--- src/include/qsr_defs.vh ---
// Constants for the quad recirculating shift register.
// Assumes inclusion by bare name from the design files.
`ifndef QSR_DEFS_VH
`define QSR_DEFS_VH
`define QSR_LEN_LONG 80
`define QSR_LEN_SHORT 64
`define QSR_LANES 4
`define QSR_FIFO_DEPTH 8
`define QSR_FIFO_AW 3
`define QSR_CLK_HZ 50000000
`endif

--- src/rtl/qsr_fifo.v ---
// Small synchronous FIFO built from flip-flops, valid/ready on both sides.
// Assumes one clock and an asynchronous active-high reset.
`timescale 1ns/100ps
`default_nettype none
module qsr_fifo #(
	parameter WIDTH = 4,
	parameter DEPTH = 8,
	parameter AW = 3
) (
	input wire i_mclk,
	input wire i_rst,
	input wire i_in_valid,
	output wire o_in_ready,
	input wire [WIDTH-1:0] i_in_data,
	output wire o_out_valid,
	input wire i_out_ready,
	output wire [WIDTH-1:0] o_out_data
);
	reg [WIDTH-1:0] mem_q [0:DEPTH-1];
	reg [AW-1:0] wr_q;
	reg [AW-1:0] rd_q;
	reg [AW:0] cnt_q;
	wire push;
	wire pop;
	integer k;
	assign o_in_ready = (cnt_q != DEPTH[AW:0]);
	assign o_out_valid = (cnt_q != {(AW+1){1'b0}});
	assign o_out_data = mem_q[rd_q];
	assign push = i_in_valid & o_in_ready;
	assign pop = o_out_valid & i_out_ready;
	always @(posedge i_mclk or posedge i_rst)
	begin
		if (i_rst)
		begin
			wr_q <= {AW{1'b0}};
			rd_q <= {AW{1'b0}};
			cnt_q <= {(AW+1){1'b0}};
			for (k = 0; k < DEPTH; k = k + 1)
				mem_q[k] <= {WIDTH{1'b0}};
		end
		else
		begin
			if (push)
			begin
				mem_q[wr_q] <= i_in_data;
				wr_q <= wr_q + 1'b1;
			end
			if (pop)
				rd_q <= rd_q + 1'b1;
			if (push & ~pop)
				cnt_q <= cnt_q + 1'b1;
			else if (pop & ~push)
				cnt_q <= cnt_q - 1'b1;
		end
	end
endmodule
`default_nettype wire

--- src/rtl/qsr_top.v ---
// Four recirculating serial shift registers stepped by one external clock.
// Assumes the shift clock, data and select pins are asynchronous to i_mclk.
// Expects i_mclk far faster than the shift clock; each phase needs several cycles.
// Outputs come straight from flip-flops; lane storage holds no reset.
`timescale 1ns/100ps
`default_nettype none
`include "qsr_defs.vh"
module qsr_top #(
	parameter LONG_VARIANT = 1
) (
	input wire i_mclk,
	input wire i_rst,
	input wire i_shift_clk,
	input wire [3:0] i_sdata,
	input wire [3:0] i_recirc,
	output wire [3:0] o_sdata,
	output wire o_stall
);
	localparam LEN = LONG_VARIANT ? `QSR_LEN_LONG : `QSR_LEN_SHORT;
	localparam NL = `QSR_LANES;
	localparam W = 2 * NL;
	localparam DEPTH = `QSR_FIFO_DEPTH;
	localparam AW = `QSR_FIFO_AW;

	// Shift clock sampler; the two later stages must agree before a level counts
	reg clk_a_q;
	reg clk_b_q;
	reg clk_c_q;
	reg clk_lvl_q;
	reg clk_lvl_d;
	wire clk_agree;
	wire fall;

	always @(posedge i_mclk or posedge i_rst)
	begin
		if (i_rst)
		begin
			clk_a_q <= 1'b0;
			clk_b_q <= 1'b0;
			clk_c_q <= 1'b0;
			clk_lvl_q <= 1'b0;
		end
		else
		begin
			clk_a_q <= i_shift_clk;
			clk_b_q <= clk_a_q;
			clk_c_q <= clk_b_q;
			clk_lvl_q <= clk_lvl_d;
		end
	end

	assign clk_agree = (clk_b_q == clk_c_q);

	always @*
	begin
		clk_lvl_d = clk_lvl_q;
		if (clk_agree)
			clk_lvl_d = clk_c_q;
	end

	// Level starts low, so a clock idling high after reset makes no false fall
	assign fall = clk_agree & ~clk_c_q & clk_lvl_q;

	// Data and select pins, sampled three deep like the clock
	wire [W-1:0] pin_raw;
	wire [W-1:0] pin_lvl;

	assign pin_raw = {i_recirc, i_sdata};

	genvar p;
	generate
		for (p = 0; p < W; p = p + 1)
		begin : pin
			reg s1_q;
			reg s2_q;
			reg s3_q;
			reg lvl_q;
			reg lvl_d;
			wire agree;

			assign agree = (s2_q == s3_q);

			always @(posedge i_mclk or posedge i_rst)
			begin
				if (i_rst)
				begin
					s1_q <= 1'b0;
					s2_q <= 1'b0;
					s3_q <= 1'b0;
					lvl_q <= 1'b0;
				end
				else
				begin
					s1_q <= pin_raw[p];
					s2_q <= s1_q;
					s3_q <= s2_q;
					lvl_q <= lvl_d;
				end
			end

			always @*
			begin
				lvl_d = lvl_q;
				if (agree)
					lvl_d = s3_q;
			end

			assign pin_lvl[p] = lvl_q;
		end
	endgenerate

	// Edges queue here so a burst is not lost if the shifter stalls
	wire f_in_ready;
	wire f_out_valid;
	wire f_out_ready;
	wire [W-1:0] f_out_data;
	reg stall_q;
	reg stall_d;

	// Lanes take an edge at once, so the queue never fills in normal use
	assign f_out_ready = 1'b1;

	qsr_fifo #(
		.WIDTH(W),
		.DEPTH(DEPTH),
		.AW(AW)
	) u_fifo (
		.i_mclk(i_mclk),
		.i_rst(i_rst),
		.i_in_valid(fall),
		.o_in_ready(f_in_ready),
		.i_in_data(pin_lvl),
		.o_out_valid(f_out_valid),
		.i_out_ready(f_out_ready),
		.o_out_data(f_out_data)
	);

	always @*
	begin
		stall_d = ~f_in_ready;
	end

	// A full queue would drop edges; the flag only reports such misuse
	always @(posedge i_mclk or posedge i_rst)
	begin
		if (i_rst)
			stall_q <= 1'b0;
		else
			stall_q <= stall_d;
	end

	assign o_stall = stall_q;

	// Storage has no reset on purpose: contents are whatever was shifted in
	genvar g;
	generate
		for (g = 0; g < NL; g = g + 1)
		begin : lane
			reg [LEN-1:0] sr_q;
			reg [LEN-1:0] sr_d;
			reg out_q;
			reg out_d;
			reg in_bit;

			wire sel_recirc;
			wire new_bit;
			wire top_bit;

			assign sel_recirc = f_out_data[NL + g];
			assign new_bit = f_out_data[g];
			assign top_bit = sr_q[LEN-1];

			// The leaving bit feeds back, so LEN edges return the same word
			always @*
			begin
				case (sel_recirc)
				1'b1:
					in_bit = top_bit;
				default:
					in_bit = new_bit;
				endcase
			end

			always @*
			begin
				sr_d = sr_q;
				if (f_out_valid)
					sr_d = {sr_q[LEN-2:0], in_bit};
			end

			always @(posedge i_mclk)
			begin
				sr_q <= sr_d;
			end

			// Output mirrors the new last stage, so recirculation stays visible
			always @*
			begin
				out_d = out_q;
				if (f_out_valid)
					out_d = sr_d[LEN-1];
			end

			always @(posedge i_mclk or posedge i_rst)
			begin
				if (i_rst)
					out_q <= 1'b0;
				else
					out_q <= out_d;
			end

			assign o_sdata[g] = out_q;
		end
	endgenerate
endmodule
`default_nettype wire

--- config.mk ---
export PLATFORM = sky130hd
export DESIGN_NAME = qsr_top
export DESIGN_NICKNAME = d
export VERILOG_FILES = /design/src/rtl/qsr_fifo.v /design/src/rtl/qsr_top.v
export VERILOG_INCLUDE_DIRS = /design/src /design/src/include
export SDC_FILE = /design/constraint.sdc
export NUM_CORES = 1
export LEC_CHECK = 0
export ABC_AREA = 1
export ABC_CLOCK_PERIOD_IN_PS = 19220
export BUFFER_PORTS_ARGS = -buffer_cell sky130_fd_sc_hd__buf_4
export CORE_ASPECT_RATIO = 1.1
export CORE_UTILIZATION = 40
export DETAILED_ROUTE_END_ITERATION = 7
export PLACE_DENSITY_LB_ADDON = 0.12
export RECOVER_POWER = 50
export REMOVE_ABC_BUFFERS = 1
export SLEW_MARGIN = 20
export SYNTH_ARGS = -nofsm -noshare
export SYNTH_HDL_FRONTEND = slang
export SYNTH_SLANG_ARGS = --single-unit
export TNS_END_PERCENT = 5
--- constraint.sdc ---
create_clock -name i_mclk -period 19.22 [get_ports i_mclk]
set_clock_uncertainty 0.1 [all_clocks]
set_input_delay 2.883 -clock i_mclk [delete_from_list [all_inputs] [get_ports i_mclk]]
set_output_delay 2.883 -clock i_mclk [all_outputs]
set_load 0.01 [all_outputs]
# Word-level counts from Yosys, hierarchy flattened
# Cells that the tools add are included.
# totals
regBits	435
inputBits	11
elab_cells	107
# classes
addsub	4
magnitude_cmp	3
eq_ne	10
mux	16
bitwise	11
n_reduce_logical	3
# op_table
cell	n
two-way mux 80 bit	4
bitwise mux 64 bit	1
binary-select mux 8 bit (select 3 bit)	1
demux 8 bit (select 3 bit)	1
two-way mux 8 bit	3
== test 1 bit	9
greater-or-equal comparator 4 bit, second input constant	2
two-way mux 4 bit	2
inverter 3 -> 4 bit	2
adder 3 x 1 -> 3 bit, second input constant	2
bitwise AND 1 bit	5
adder 4 x 1 -> 4 bit, second input constant	1
less-than comparator 4 x 1 -> 1 bit, second input constant	1
two-way mux 1 bit	4
inequality test 4 bit, second input constant	1
inverter 1 bit	4
nonzero test 4 bit	1
subtractor 4 x 1 -> 4 bit, second input constant	1
nonzero test 2 bit	1
logical AND 1 bit	1

# Logic depth before layout (Yosys ltp)
# logic_depth
ltp_word	8
depth_mapped	16
depth_no_buf	15

# Hierarchy
# Synthesis repeated with hierarchy kept, for this count alone.
# hier_totals
hier_cells	953
hier_area_um2	15043.2
# modules_own_cells
mod	n_inst	cells_per_inst	area_per_inst_um2
qsr_top	1	436	10934.2
qsr_fifo	1	517	4108.9

# Worst setup path before layout
# Ideal clock, no wire load.
# synth_timing
kind	register -> register
start	register u_fifo.cnt_q[0]
end	register u_fifo.cnt_q[3]
setup_ns	0.065
arrival_time_ns	7.041
required_time_ns	19.055
path_slack_ns	12.014
stages_incl_launch_ff	12
n_path_buf	0
path_cell_list	dfrtp_1 nor2_4 nand2_2 clkinv_1 ha_1 inv_1 ha_1 or2_2 nand2_1 xnor2_1 nand2_1 nand2_1
# synth_via
elab_chain_len	5
word_cells_on_any_way	12
# synth_rtl
item	line	text
start, declared	qsr_fifo.v:22	reg [AW:0] cnt_q;
start signal, assigned	qsr_fifo.v:37	cnt_q <= {(AW+1){1'b0}};
start signal, assigned	qsr_fifo.v:51	cnt_q <= cnt_q + 1'b1;
start signal, assigned	qsr_fifo.v:53	cnt_q <= cnt_q - 1'b1;
branches (longest 5 deep; another with subtractor 4 x 1 -> 4 bit)	--	
# Parallel ways; which one is timed is not known. The select of a mux whose other input is x is not followed.
# A chain may end at the register's enable or synchronous reset.

# Worst setup path in the final report
# Ends and elaborated chain as after synthesis.

==> impl_metrics.toml <==
[sta]
worst_pin_slew_ns = 5.229
hold_viol = 0
setup-tns-final_ns = 0
rsz0062_at_grt = "false"
period_minus_slack_ns = 7.820
report.final.slew_viol_count = 136
post-route-period-util_pct = 40.69
relSlewSlack_pct = -248.6
setup_viol = 0
fmax_mhz = 127.9
finalWorstSetupSlack_ns = 11.40

[worst_setup_path]
slowest_stage = "nand2_1"
cpMostUsedCell = "nand2_1"
critPathArrivalTime_ns = 8.22
crit_buf_inv = 2
cp-start-kind = "flop"
endpoint_kind = "flop"
crit_fanout = 135
critPathMaxStageDelay_ns = 3.68
worst-endpoint-required_ns = 19.62
critPathKind = "flop to flop"
critical-path-top-delay-family = "simple AND/OR/NAND/NOR gates"
cp_cell_sequence = "nor2_1 -> nand2_1 -> clkinv_1 -> ha_1 -> inv_1 -> ha_1 -> or2_2 -> nand2_1 -> xnor2_1 -> nand2_1 -> nand2_1"

[clock_tree]
cts_resized = 0
clock_latency_ns = 0.56
clkTransAtPathRegs_ns = 0.06
cts_tree = "built"
cts_sinks = 435
post_cts_buffers = 0
cts_hold_buf = 0
clockBufferDepth = 3
htree_levels = 2
cts-buffers-inserted = 45
clock-root-buffer = "clkbuf_16"

[synthesis]
syn_area_per_cell_sq_um = 16.30
synth-seq-cells = 435
seq_area_frac_synth_pct = 84.26
synth_cells = 906
synth_cell_types = 28
netlist_area_sq_mm = 0.01477
yosysWarnings = 0

[final_layout]
final_cell_mix = "316 x edfxtp_1, 208 x nand2_1, 115 x dfrtp_1"
area_growth_pct = 13.22
layout_commonest_cell = "edfxtp_1"
layout.nets = 965
fillCellCount = 3185
diodes = 0
register_area_sq_mm = 0.01245
instances_no_fill = 1471
multi_input_area_sq_mm = 0.001644
drive_gt1_share_pct = 9.451

[global_routing]
grt_antenna_before_repair = 0
grt_pass1_wl_mm = 35.94
overflow = 0
grt_usage_pct = 12.43
grt_pass1_vias = 6515
grt_start_max_net_pins = 136

[run]
max_cap_viol_count = 1

[routing]
drt_wl_total_mm = 21.67
via_per_inst = 4.443
dr.first_iter.drc_count = 526
wire_per_inst_um = 14.73
route.detailed.drc = 0
ant_nets = 0
via_count = 6536
firstDrtPassIters = 5

[min_path]
hp-class = "flop to flop"

[placed_design]
hpwl_mm = 10.27
place_congestion = 0.7037
dp_cells = 1388
io_buffers = 15
pre_cts_slack_ns = 14.68

[die]
chipWidth_um = 185.2
core_sq_mm = 0.03626
rows = 73
num_io_pins = 16
initial_core_util_pct = 40.74
die_y_um = 203.6
die_area_sq_mm = 0.03770

[power]
power.total_mw = 2.760
leakagePower_nw = 6.314
ir_drop_uv = 73.22
powerDensity_mw_per_mm2 = 165.0

[status]
failed_checks = "capacitance limit, slew limit"
status = "finished with violations"
[cells by family (layout without fill, tap and decap cells)]
| kind of cell | Yosys count | in the layout | share of synthesized area (%) |
|---|---|---|---|
| and+or+nand+nor | 267 | 267 | 8.157 |
| AOI/OAI and AO/OA | 69 | 69 | 2.516 |
| adders and majority gates | 14 | 14 | 1.050 |
| buffers and inverters | 113 | 191 | 3.541 |
| xor gates and xnor gates | 8 | 8 | 0.4744 |
| DFF | 435 | 435 | 84.26 |
[sequential cells by signal (all words and copies together) (netlist names)]
register and count:
o_stall 1, clk_c_q 1, pin.s3_q 8, clk_lvl_q 1, lane.sr_q 320, u_fifo.wr_q 3, pin.s1_q 8, pin.lvl_q 8
pin.s2_q 8, u_fifo.cnt_q 4, u_fifo.rd_q 3, lane.out_q 4, u_fifo.mem_q 64, clk_a_q 1, clk_b_q 1
[synth_stat cells]
master / number / area share (%)
nand3_1: 44 / 1.5
buf_4: 4 / 0.20
nand2_1: 199 / 5.1
nand3_4: 1 / 0.12
buf_8: 1 / 0.10
edfxtp_1: 316 / 64
o21ai_1: 49 / 1.7
maj3_1: 8 / 0.54
nand2_8: 7 / 0.95
dfxtp_1: 4 / 0.54
ha_1: 6 / 0.51
nor2_1: 12 / 0.30
inv_1: 85 / 2.2
nand2_4: 1 / 0.076
inv_4: 1 / 0.042
o21ai_2: 7 / 0.42
nand2_2: 1 / 0.042
clkbuf_1: 5 / 0.13
or2_2: 1 / 0.042
xor2_1: 5 / 0.30
buf_12: 1 / 0.14
buf_2: 7 / 0.24
o21ai_0: 13 / 0.44
clkinv_1: 3 / 0.076
dfrtp_1: 115 / 19
xnor2_1: 3 / 0.18
nor2_4: 1 / 0.076
buf_6: 6 / 0.46
[layer usage]
metal  global-route usage, %  up-vias  share of wire, %
met5                       0        -                 0
met4                   5.667        0               2.8
met3                   3.071       41               4.7
met2                   16.57      104                41
met1                   18.98     3199                52
li1                        -     3192                 -
[area by class of cell]
type	count	area share, %
timing repair buffer	19	0.8977
multi-input combinational	358	9.830
clock inverter	24	1.713
sequential	435	74.42
inverter	89	2.020
clock buffer	59	7.474
tap	487	3.643
[power by group]
part           switching (mW)  internal [mW]  leakage [nW]
logic                   0.244          0.110          1.13
clock network           0.353          0.540         0.748
registers               0.111           1.40          4.44
[worst paths after layout]
check	startpoint	end	slack, ns	depth (start not counted)
worst max-delay path	u_fifo.cnt_q[0]	u_fifo.cnt_q[3]	11.40	11
worst min register to register	pin[2].s1_q	pin[2].s2_q	0.25	0
worst max register to register	u_fifo.cnt_q[0]	u_fifo.cnt_q[3]	11.40	11
min in group asynchronous	i_rst	pin[2].s1_q	2.36	2
worst min-delay path	pin[2].s1_q	pin[2].s2_q	0.25	0
max in group asynchronous	i_rst	u_fifo.mem_q[54]	15.39	3
[metrics by stage]
step,utilization (%),hold WS [ns],instance area (sq um)
finish,46.12,0.2458,16720
global route,46.12,0.2518,16720
CTS,46.58,0.2478,16890
detailed placement,42.34,0.2347,15350
global placement,42.34,0.2328,15350
floorplan,-,0.2312,14590
(Power assumes the default switching activity.)
